==> src/rtl/tbwd_cfg.svh <==
// Register offsets, field positions, reset values and keys of the time base.
`ifndef TBWD_CFG_SVH
`define TBWD_CFG_SVH

`define TBWD_ADDR_W        12
`define TBWD_DATA_W        16
`define TBWD_CNT_W         26

`define TBWD_OFS_WD_CTRL   12'h480
`define TBWD_OFS_TIMER     12'h482
`define TBWD_OFS_CNT_KEY   12'h484
`define TBWD_OFS_WD_KEY    12'h485
`define TBWD_OFS_EXT_DIV   12'h487
`define TBWD_OFS_OSC_STOP  12'h48a

`define TBWD_KEY_FIRST     8'ha5
`define TBWD_KEY_SECOND    8'h5a

`define TBWD_WD_IVL_LSB    8
`define TBWD_OSC_STOP_BIT  8
`define TBWD_DIV_LSB       4
`define TBWD_IT_SEL_LSB    11
`define TBWD_IT_EN_BIT     14
`define TBWD_IT_FLAG_BIT   15
`define TBWD_WD_ACT_BIT    0
`define TBWD_WD_FLAG_BIT   1

`define TBWD_DIV_RST       4'h0
`define TBWD_DIV_MAX_M1    4'hf
`define TBWD_DIV_LIN_TOP   4'h7
`define TBWD_RSV_READ      16'h0000

`endif

==> src/rtl/tbwd_pkg.sv <==
// Types shared by the time-base, watchdog and clock control block.
`include "tbwd_cfg.svh"

package tbwd_pkg;

  // Device state reported by the state controller, one level per state.
  typedef struct packed {
    logic op_reset;
    logic settings_reset;
    logic stab_wait_reset;
    logic stab_wait_run;
    logic sleep;
    logic stop;
    logic debug_break;
    logic emu_service;
    logic step_trap;
    logic cache_ram_access;
    logic bus_hold_accepted;
    logic sub_clock_selected;
  } tbwd_dev_state_t;

  // Register port request.
  typedef struct packed {
    logic [`TBWD_ADDR_W-1:0] addr;
    logic [`TBWD_DATA_W-1:0] wdata;
    logic                    wr;
    logic                    rd;
  } tbwd_req_t;

  // Complete state of the block.
  typedef struct packed {
    logic [`TBWD_CNT_W-1:0]  tb_cnt;
    logic                    cnt_key_armed;
    logic                    wd_key_armed;
    logic                    wd_active;
    logic [1:0]              wd_interval;
    logic                    wd_flag;
    logic                    wd_tap_prev;
    logic                    wd_reset_req;
    logic [2:0]              it_sel;
    logic                    it_en;
    logic                    it_flag;
    logic                    it_tap_prev;
    logic                    it_irq;
    logic [3:0]              div_sel;
    logic [3:0]              div_cnt;
    logic                    ext_clk_en;
    logic                    main_osc_stop;
    logic [`TBWD_DATA_W-1:0] rdata;
  } tbwd_state_t;

endpackage : tbwd_pkg

==> src/rtl/tbwd_top.sv <==
// Time-base counter, watchdog, interval timer and clock control registers.
//
// Operation
// - External bus clock divided 1..8 or 16.
// - Divider field resets to zero, read/write.
// - Stop bit stops main oscillator under sub clock.
// - Writing one ignored while main clock selected.
// - Stop bit resets to zero, read/write.
// - Free-running 26-bit time-base counter.
// - Watchdog starts on first control register write.
// - Watchdog interval latched on first write only.
// - Flag on falling edge; second edge resets.
// - Watchdog stops in reset states until rearmed.
// - Flag cleared while program is suspended.
// - Counter clear also clears watchdog flag.
// - Interval code selects counter tap, falling edge.
// - Flag always set; interrupt only when enabled.
// - Counter runs regardless of interval settings.
// - A5 then 5A key clears the counter.
// - Stop or settings reset clears counter.
// - Watchdog codes select 2^20..2^26 intervals.
// - No automatic clearing during bus hold.
//
// The implementer's own choice: the plain strobed port.
`timescale 1ns/1ps
`include "tbwd_cfg.svh"

module tbwd_top #(
  parameter int WD_BASE_BIT = 19,
  parameter int IT_BASE_BIT = 11,
  parameter int IT_STEP     = 2
) (
  input  wire logic                     ref_clk,
  input  wire logic                     reset_n,
  input  wire logic                     clk_en,
  input  wire tbwd_pkg::tbwd_req_t      reg_req,
  output logic [`TBWD_DATA_W-1:0]       reg_rdata,
  input  wire tbwd_pkg::tbwd_dev_state_t dev_state,
  output logic                          wd_settings_reset_req,
  output logic                          interval_irq,
  output logic                          ext_bus_clock_en,
  output logic                          main_osc_stop,
  output logic [`TBWD_CNT_W-1:0]        tb_count
);

  // Taps must land inside the counter, or the edges would never come.
  if (WD_BASE_BIT < 0 || WD_BASE_BIT + 6 >= `TBWD_CNT_W)
  begin : g_wd_chk
    $error("Watchdog tap base outside the time-base counter.");
  end
  if (IT_BASE_BIT < 0 || IT_STEP < 0 ||
      IT_BASE_BIT + 7 * IT_STEP >= `TBWD_CNT_W)
  begin : g_it_chk
    $error("Interval tap mapping outside the time-base counter.");
  end

  tbwd_pkg::tbwd_state_t state_reg;
  tbwd_pkg::tbwd_state_t state_next;

  logic [4:0] wd_tap;
  logic [4:0] it_tap;
  logic       wd_tap_now;
  logic       it_tap_now;
  logic       wd_edge;
  logic       it_edge;
  logic       cnt_clear;
  logic       suspended;
  logic       wd_stop;
  logic       wr_wd_ctrl;
  logic       wr_timer;
  logic       wr_cnt_key;
  logic       wr_wd_key;
  logic       wr_div;
  logic       wr_osc;
  logic       wd_key_done;
  logic [7:0] wbyte;
  logic [3:0] div_m1;
  logic [4:0] wd_tap_wr;
  logic [4:0] it_tap_wr;
  logic       wd_arm;
  logic       it_load;

  // Register write decode; one address holds exactly one register.
  assign wbyte      = reg_req.wdata[7:0];
  assign wr_wd_ctrl = reg_req.wr && reg_req.addr == `TBWD_OFS_WD_CTRL;
  assign wr_timer   = reg_req.wr && reg_req.addr == `TBWD_OFS_TIMER;
  assign wr_cnt_key = reg_req.wr && reg_req.addr == `TBWD_OFS_CNT_KEY;
  assign wr_wd_key  = reg_req.wr && reg_req.addr == `TBWD_OFS_WD_KEY;
  assign wr_div     = reg_req.wr && reg_req.addr == `TBWD_OFS_EXT_DIV;
  assign wr_osc     = reg_req.wr && reg_req.addr == `TBWD_OFS_OSC_STOP;

  // Counter taps; the watchdog steps by two bits per code.
  assign wd_tap = 5'(WD_BASE_BIT + 2 * int'(state_reg.wd_interval));
  assign it_tap = 5'(IT_BASE_BIT + IT_STEP * int'(state_reg.it_sel));
  assign wd_tap_now = state_reg.tb_cnt[wd_tap];
  assign it_tap_now = state_reg.tb_cnt[it_tap];
  assign wd_edge = state_reg.wd_tap_prev && !wd_tap_now;
  assign it_edge = state_reg.it_tap_prev && !it_tap_now;

  // Taps that a write is about to select; their present level seeds the
  // edge history, so switching taps cannot fake a falling edge.
  assign wd_tap_wr = 5'(WD_BASE_BIT
                        + 2 * int'(reg_req.wdata[`TBWD_WD_IVL_LSB+:2]));
  assign it_tap_wr = 5'(IT_BASE_BIT
                        + IT_STEP * int'(reg_req.wdata[`TBWD_IT_SEL_LSB+:3]));
  assign wd_arm    = wr_wd_ctrl && !state_reg.wd_active && !wd_stop;
  assign it_load   = wr_timer && !dev_state.op_reset
                     && !dev_state.settings_reset;

  // Counter clear by key, by stop or by the settings reset state.
  assign cnt_clear = (wr_cnt_key && state_reg.cnt_key_armed
                      && wbyte == `TBWD_KEY_SECOND)
                     || dev_state.stop
                     || dev_state.settings_reset;
  assign wd_key_done = wr_wd_key && state_reg.wd_key_armed
                       && wbyte == `TBWD_KEY_SECOND;

  // A held bus is not a suspension, so a long hold can still bite.
  assign suspended = (dev_state.sleep || dev_state.stop
                      || dev_state.stab_wait_run
                      || dev_state.debug_break
                      || dev_state.emu_service
                      || dev_state.step_trap
                      || dev_state.cache_ram_access)
                     && !dev_state.bus_hold_accepted;

  // The reset states park the watchdog until software arms it again.
  assign wd_stop = dev_state.op_reset || dev_state.settings_reset
                   || dev_state.stab_wait_reset;

  // Divider terminal count; undefined codes 8..14 fall back to 16.
  assign div_m1 = (state_reg.div_sel <= `TBWD_DIV_LIN_TOP)
                  ? state_reg.div_sel : `TBWD_DIV_MAX_M1;

  // Next-state logic of the whole block.
  always_comb
  begin
    state_next = state_reg;
    state_next.wd_reset_req = 1'b0;
    state_next.rdata = `TBWD_RSV_READ;

    // The counter never consults the timer settings.
    if (cnt_clear)
    begin
      state_next.tb_cnt = '0;
    end
    else
    begin
      state_next.tb_cnt = state_reg.tb_cnt + 1'b1;
    end

    // Counter key: A5 arms, anything else disarms.
    if (wr_cnt_key)
    begin
      state_next.cnt_key_armed = (wbyte == `TBWD_KEY_FIRST);
    end
    if (wr_wd_key)
    begin
      state_next.wd_key_armed = (wbyte == `TBWD_KEY_FIRST);
    end

    // Forcing the previous taps low after a clear stops the drop to zero
    // from posing as a falling edge.
    if (cnt_clear)
    begin
      state_next.wd_tap_prev = 1'b0;
      state_next.it_tap_prev = 1'b0;
    end
    else
    begin
      state_next.wd_tap_prev = wd_tap_now;
      state_next.it_tap_prev = it_tap_now;
      // A freshly chosen tap starts from its own present level.
      if (wd_arm)
      begin
        state_next.wd_tap_prev = state_reg.tb_cnt[wd_tap_wr];
      end
      if (it_load)
      begin
        state_next.it_tap_prev = state_reg.tb_cnt[it_tap_wr];
      end
    end

    // Watchdog activation, interval latch and flag.
    if (wd_stop)
    begin
      state_next.wd_active = 1'b0;
      state_next.wd_flag = 1'b0;
    end
    else
    begin
      if (wd_arm)
      begin
        state_next.wd_active = 1'b1;
        state_next.wd_interval =
          reg_req.wdata[`TBWD_WD_IVL_LSB+:2];
      end
      if (cnt_clear || suspended)
      begin
        state_next.wd_flag = 1'b0;
      end
      else if (state_reg.wd_active && wd_edge)
      begin
        if (state_reg.wd_flag)
        begin
          state_next.wd_reset_req = 1'b1;
          state_next.wd_flag = 1'b0;
        end
        else
        begin
          state_next.wd_flag = 1'b1;
        end
      end
      else if (wd_key_done)
      begin
        state_next.wd_flag = 1'b0;
      end
    end

    // Interval timer; the operation reset disables it.
    if (dev_state.op_reset || dev_state.settings_reset)
    begin
      state_next.it_sel = '0;
      state_next.it_en = 1'b0;
      state_next.it_flag = 1'b0;
    end
    else
    begin
      if (wr_timer)
      begin
        state_next.it_sel = reg_req.wdata[`TBWD_IT_SEL_LSB+:3];
        state_next.it_en = reg_req.wdata[`TBWD_IT_EN_BIT];
        if (!reg_req.wdata[`TBWD_IT_FLAG_BIT])
        begin
          state_next.it_flag = 1'b0;
        end
      end
      if (it_edge)
      begin
        state_next.it_flag = 1'b1;
      end
    end
    state_next.it_irq = state_next.it_flag && state_next.it_en;

    // Divider and oscillator stop register, cleared by settings reset.
    if (dev_state.settings_reset)
    begin
      state_next.div_sel = `TBWD_DIV_RST;
      state_next.main_osc_stop = 1'b0;
    end
    else
    begin
      if (wr_div)
      begin
        state_next.div_sel = reg_req.wdata[`TBWD_DIV_LSB+:4];
      end
      if (wr_osc)
      begin
        // A one only lands while the sub clock runs the device.
        if (!reg_req.wdata[`TBWD_OSC_STOP_BIT])
        begin
          state_next.main_osc_stop = 1'b0;
        end
        else if (dev_state.sub_clock_selected)
        begin
          state_next.main_osc_stop = 1'b1;
        end
      end
    end

    // External bus clock enable, one pulse per division period.
    if (state_reg.div_cnt >= div_m1)
    begin
      state_next.div_cnt = 4'h0;
      state_next.ext_clk_en = 1'b1;
    end
    else
    begin
      state_next.div_cnt = state_reg.div_cnt + 4'h1;
      state_next.ext_clk_en = 1'b0;
    end

    // Read data for the next cycle; reserved bits read as zero.
    if (reg_req.rd)
    begin
      case (reg_req.addr)
        `TBWD_OFS_WD_CTRL:
        begin
          state_next.rdata[`TBWD_WD_IVL_LSB+:2] = state_reg.wd_interval;
          state_next.rdata[`TBWD_WD_ACT_BIT] = state_reg.wd_active;
          state_next.rdata[`TBWD_WD_FLAG_BIT] = state_reg.wd_flag;
        end
        `TBWD_OFS_TIMER:
        begin
          state_next.rdata[`TBWD_IT_SEL_LSB+:3] = state_reg.it_sel;
          state_next.rdata[`TBWD_IT_EN_BIT] = state_reg.it_en;
          state_next.rdata[`TBWD_IT_FLAG_BIT] = state_reg.it_flag;
        end
        `TBWD_OFS_EXT_DIV:
        begin
          state_next.rdata[`TBWD_DIV_LSB+:4] = state_reg.div_sel;
        end
        `TBWD_OFS_OSC_STOP:
        begin
          state_next.rdata[`TBWD_OSC_STOP_BIT] =
            state_reg.main_osc_stop;
        end
        default:
        begin
          state_next.rdata = `TBWD_RSV_READ;
        end
      endcase
    end
  end

  // State register; a low clock enable freezes everything, the counter
  // included, so watchdog and timer periods stretch by the frozen cycles.
  always_ff @(posedge ref_clk or negedge reset_n)
  begin
    if (!reset_n)
    begin
      state_reg <= '0;
    end
    else if (clk_en)
    begin
      state_reg <= state_next;
    end
  end

  // All outputs come straight from the state register.
  assign reg_rdata             = state_reg.rdata;
  assign wd_settings_reset_req = state_reg.wd_reset_req;
  assign interval_irq          = state_reg.it_irq;
  assign ext_bus_clock_en      = state_reg.ext_clk_en;
  assign main_osc_stop         = state_reg.main_osc_stop;
  assign tb_count              = state_reg.tb_cnt;

endmodule : tbwd_top

==> config.mk <==
export PLATFORM = sky130hd
export DESIGN_NAME = tbwd_top
export DESIGN_NICKNAME = d
export VERILOG_FILES = /design/src/rtl/tbwd_pkg.sv /design/src/rtl/tbwd_top.sv
export VERILOG_INCLUDE_DIRS = /design/src /design/src/rtl
export SDC_FILE = /design/constraint.sdc
export NUM_CORES = 1
export LEC_CHECK = 0
export BUFFER_PORTS_ARGS = -buffer_cell sky130_fd_sc_hd__buf_2
export CAP_MARGIN = 30
export CORE_MARGIN = 5
export CORE_UTILIZATION = 45
export DETAILED_ROUTE_END_ITERATION = 10
export PLACE_DENSITY = 0.8
export SKIP_CTS_REPAIR_TIMING = 1
export SYNTH_ARGS = -nofsm -noshare
export SYNTH_HDL_FRONTEND = slang
export SYNTH_SLANG_ARGS = --single-unit
==> constraint.sdc <==
create_clock -name ref_clk -period 1.9 [get_ports ref_clk]
set_input_delay 0.285 -clock ref_clk [delete_from_list [all_inputs] [get_ports ref_clk]]
set_output_delay 0.285 -clock ref_clk [all_outputs]
set_load 0.02 [all_outputs]
==> reports/metrics.cfg, run 1 <==
[pwr]
ir_drop_v=0.000745
leakagePower_nw=2.31
power_density_nw_per_um2=732

[synth]
yosys_warnings=0
synth.ff_latch_count=64
synth_top_area_share_pct=39.1
ys.flop_type=dfrtp_1
synth_seq_area_share_pct=39.1
netlist_top_cells_count=dfrtp_1 (64), nor2_1 (46), buf_4 (42), nand2_1 (19), xnor2_1 (19)
netlist_instances=411
synth_largest_area_cell=dfrtp_1
yosys.cell_count.top_type=dfrtp_1
avgSynthCellArea_um2=9.96
synth_cell_type_count=66
async_reset_ff_share_pct=100
syn_area_um2=4100
synth_edf_count=0
yosys-top-cells-area=dfrtp_1 (39%), buf_4 (7.7%), nor2_1 (4.2%)

[global_routing]
grt_usage_pct=18.5
grt_pass1_wl_um=16600
antenna_found_initial=0
grt_overflow=0
grt_max_degree=65
grt_pass1_vias=3390

[setup_path]
critPathCaptureType=flip-flop
cp-start-kind=flip-flop
worstPathRequired_ps=2190
critPathKind=reg -> reg
worstReg2RegEnd=state_reg[18]
worst_ep_arrival_time_ps=2190
critical_path_depth=7
rr_startpoint=state_reg[22]
timing.critical_path.mode_cell=a21o_1
path_buf_inv=0
slowest_stage=dfrtp_1
worst_path_largest_cell_delay_ps=390
worstPathCellList=or2_4, ha_4, nand2b_4, a21o_1, a21o_4, a2111oi_4, a21o_1
r2r.worst_path.cells=7
critPathTopFamily=compound AO/OA/AOI/OAI gates
reg2reg_slack_ps=-3
path_max_fanout=5

[routing]
drt.antenna.violating_nets=0
drtIter0Drc=125
dr.pass1.iters=4
via_per_inst=5.53
vias=3314
wire_per_inst_um=16.5
drt-total-wl_um=9860
post-route-drc-count=0

[clock_tree]
h-tree-depth=3
clock_path_buffers=2
clock-sinks=64
path_clk_slew_ps=80
root_buffer=clkbuf_8
clk_latency_ps=350
cts_tree=built
cts_buffers=9

[die]
fp.dieW_um=105
dieArea_um2=11100
start_util_pct=46.5
rows=34
coreArea_um2=8810
ios=91
die-height_um=105

[worst_hold_path]
hold_path_end=state_reg[29]
hp-start=reg_req[16]
whs_path_depth=2
hold_class=in -> reg

[timing]
finalCriticalPeriod_ps=1900
min_period_over_period_pct=100
hold_violations=0
grt_setup_unrepaired=true
fin_setup_tns_ps=-2.91
finalMaxSlewViolations=0
setup_viol=1
skew_ps=13.4
setup_ws_ps=-2.91
fmax_mhz=526

[layout]
layout-drive-gt1-share_pct=33.2
layout.nets=541
synthToLayoutAreaGrowth_pct=17.8
final_cells=599
largest_reg_flops=26
nFillCells=765
diodes=0

[status]
status=finished, violations left
violations=setup timing

[placement]
io_buffers=86
dp_cells=582
dp_hpwl_um=7500
place.gp.congestion=0.893

[job]
drv_cap=0

worst max-delay path by stage:
stage / startpoint / to / slack, ps
6_report: state_reg[22] / state_reg[18] / -3
5_1_grt: state_reg[22] / state_reg[18] / -80
4_1_cts: state_reg[25] / state_reg[18] / -50
3_5_place_dp: reg_req[27] / state_reg[40] / -70
3_3_place_gp: state_reg[25] / state_reg[18] / 5
2_1_floorplan: state_reg[31] / interval_irq / 10
layout by cell type, fill, tap and decap left out, types with 4 or more instances in the layout:
cell type  Yosys  routed
buf_2          2      86
dfrtp_1       64      64
nor2_1        46      46
buf_4         42      27
xnor2_1       19      19
nand2_1       19      18
a22o_1        16      16
inv_1         14      14
mux2i_1       14      14
nor3_1        14      14
nand3_1       12      12
clkbuf_8       0      12
mux2_2        10      10
and3_1        10      10
ha_1          10       9
nor2b_1        8       8
o21ai_0        6       6
nand4_1        6       6
a21oi_1        7       6
nand2b_1       6       5
o2bb2ai_1      5       5
mux4_2         4       4
a21o_1         5       4
xor2_1         4       4
cell type report:
type / instances / area (µm²) / area share, %
Sequential cell: 64 / 1600 / 33.2
Clock inverter: 2 / 60.1 / 1.25
Tap cell: 108 / 135 / 2.80
Multi-Input combinational cell: 280 / 2110 / 43.8
Clock buffer: 14 / 173 / 3.58
Inverter: 15 / 56.3 / 1.17
Timing Repair Buffer: 116 / 683 / 14.2
layer usage:
layer	wire length, µm	global-route usage, %
met1	4280	23.4
met2	4860	30.8
met3	631	5.75
met4	89	4.50
met5	0	0
worst reg2reg max path: stages (launching register included):
cell,delay (ps)
dfrtp_1,390
or2_4,260
ha_4,210
nand2b_4,120
a21o_1,160
a21o_4,240
a2111oi_4,340
a21o_1,120
per-stage QoR:
stage               hold WS (ps)  total power, W  util, %  setup slack [ps]  area (µm²)
finish                       177         0.00353     54.8             -2.91        4820
global route                 169         0.00371     54.8             -82.2        4820
CTS                        -51.3         0.00347     54.1             -48.7        4760
detailed placement           324         0.00209     51.5             -65.5        4530
global placement             323         0.00205     51.5              4.93        4530
floorplan                  -10.6         0.00187        -              12.1        4110
power by group:
group | internal [W] | switching, W | leakage, nW
Combinational | 0.000309 | 0.000358 | 1.32
Sequential | 0.00142 | 0.0000683 | 0.881
Clock | 0.000849 | 0.000524 | 0.117
Total | 0.00258 | 0.000950 | 2.31
kinds of logic after synthesis:
group	Yosys count	synth area share, %
compound gates	60	11.3
xor+xnor	23	4.92
fa+ha+maj	10	3.06
buf+inv	69	10.8
flops	64	39.1
mux	28	8.37
other cells	1	0.0916
simple gates	156	22.4
No activity file was read; power rests on OpenSTA's default activity.
==> inputs of run 2 (changes only) <==
Settings changed: SETUP_SLACK_MARGIN set to 0.1.
==> run 2 against run 1 <==
Effect of this change: die area stayed put; utilization rose by 0.51 points; the run now ends clean; highest routed layer unchanged; sequential power barely moved; clock power fell by 20%; fmax rose by 0.48%.
==> reports/metrics.cfg, run 2 (synthesis results as in run 1) <==
[placement]
io_buffers=86
post-place-ws_ps=-9.51
dp_cells=577
dp_hpwl_um=7330
placed_area_um2=4510
place.gp.congestion=0.856

[job]
drv_cap=0

[pwr]
switching_share_pct=31.6
power_density_nw_per_um2=685
ir_drop_v=0.000334
seq_power_share_pct=44.8
power_frac_comb_pct=22.6
power.clock.fraction_pct=32.7
p_switching_w=0.00105
leakagePower_nw=2.28
internal_power_w=0.00228

[routing]
vias=3327
drt-total-wl_um=10200
drt.antenna.violating_nets=0
wire_per_inst_um=17.1
dr.pass1.iters=4
via_per_inst=5.56
drtIter0Drc=128
post-route-drc-count=0

[setup_path]
critPathCaptureType=flip-flop
path_buf_inv=0
path_max_fanout=5
timing.critical_path.mode_cell=a21o_1
critPathTopFamily=compound AO/OA/AOI/OAI gates
worst_ep_arrival_time_ps=2190
critPathKind=reg -> reg
worst_path_largest_cell_delay_ps=410
slowest_stage=dfrtp_1
worstPathCellList=or2_4, ha_4, nand2b_4, a21o_1, a21o_4, a2111oi_4, a21o_1
cp-start-kind=flip-flop
worstPathRequired_ps=2190

[layout]
largest_reg_flops=26
diodes=0
synthToLayoutAreaGrowth_pct=18.9
layout.nets=540
final_area_um2=4870
final_cells=598
final_cell_mix=buf_2 (86), dfrtp_1 (63), nor2_1 (46)
mostFrequentLayoutCell=buf_2
layout-drive-gt1-share_pct=36.3

[die]
ios=91
coreArea_um2=8810
die-height_um=105
dieArea_um2=11100
start_util_pct=46.5
rows=34
fp.dieW_um=105

[timing]
hold_violations=0
worst_pin_slew_ps=533
finalMaxSlewViolations=0
min_period_over_period_pct=99.7
fmax_mhz=528
grt_setup_unrepaired=true
relSlewSlack_pct=64.2
finalCriticalPeriod_ps=1890
setup_ws_ps=6.20
skew_ps=10.9
setup_viol=0

[global_routing]
antenna_found_initial=0
grt_overflow=0
grt_pass1_wl_um=15900
grt_max_degree=65
grt_usage_pct=17.6
grt_pass1_vias=3398

[clock_tree]
h-tree-depth=3
path_clk_slew_ps=80
root_buffer=clkbuf_8
clock-sinks=64
clock_path_buffers=2
clk_latency_ps=350
cts_buffers=9
cts_tree=built

[status]
status=complete, no violations

[worst_hold_path]
hold_class=in -> reg

[run 2: layer usage]
layer  vias up  wire, µm  GRT usage (%)  part of all wire [%]
li1       1586         -              -                     -
met1      1609      4260           21.8                    42
met2       114      5190           29.9                    51
met3        18       617           4.28                   6.0
met4         0       173           6.28                   1.7
met5         -         0              0                     0
[run 2: worst register-to-register path, stage by stage (launching register included)]
cell	delay, ps
dfrtp_1	410
or2_4	270
ha_4	210
nand2b_4	130
a21o_1	160
a21o_4	240
a2111oi_4	290
a21o_1	120
[run 2: final timing paths]
check / start / end / slack [ps] / cells past startpoint
max: state_reg[22] / state_reg[18] / 6 / 7
min: reg_req[16] / state_reg[29] / 170 / 2
max reg2reg: state_reg[22] / state_reg[18] / 6 / 7
min reg2reg: wd_settings_reset_req / wd_settings_reset_req / 500 / 1
max in group asynchronous: reset_n / state_reg[31] / 1110 / 3
min in group asynchronous: reset_n / wd_settings_reset_req / 480 / 3
[run 2: metrics by stage]
| stage | total power (W) | setup TNS, ps | hold slack, ps | utilization (%) |
|---|---|---|---|---|
| 2_1_floorplan | 0.00187 | 0 | -10.6 | - |
| 3_3_place_gp | 0.00205 | 0 | 322 | 51.2 |
| 3_5_place_dp | 0.00209 | -13.2 | 326 | 51.2 |
| 4_1_cts | 0.00317 | -72.3 | -62.2 | 53.3 |
| 5_1_grt | 0.00347 | -33.4 | 163 | 55.3 |
| 6_report | 0.00333 | 0 | 170 | 55.3 |
[run 2: power by group through the flow]
stage                     registers (W)  clock network (W)  logic (W)
after CTS                       0.00149            0.00111   0.000577
after floorplan                 0.00151                  0   0.000361
after global placement          0.00151                  0   0.000541
after global routing            0.00150            0.00116   0.000808
final                           0.00149            0.00109   0.000752
after detailed placement        0.00151                  0   0.000574
[run 2: final cells by class]
type | count | area, µm²
inverters | 15 | 56.3
well taps | 108 | 135
flip-flops and latches | 64 | 1600
repair buffers | 115 | 679
multi-input cells | 280 | 2210
clock buffers | 10 | 138
fillers | 755 | 3940
clock inverters | 6 | 42.5
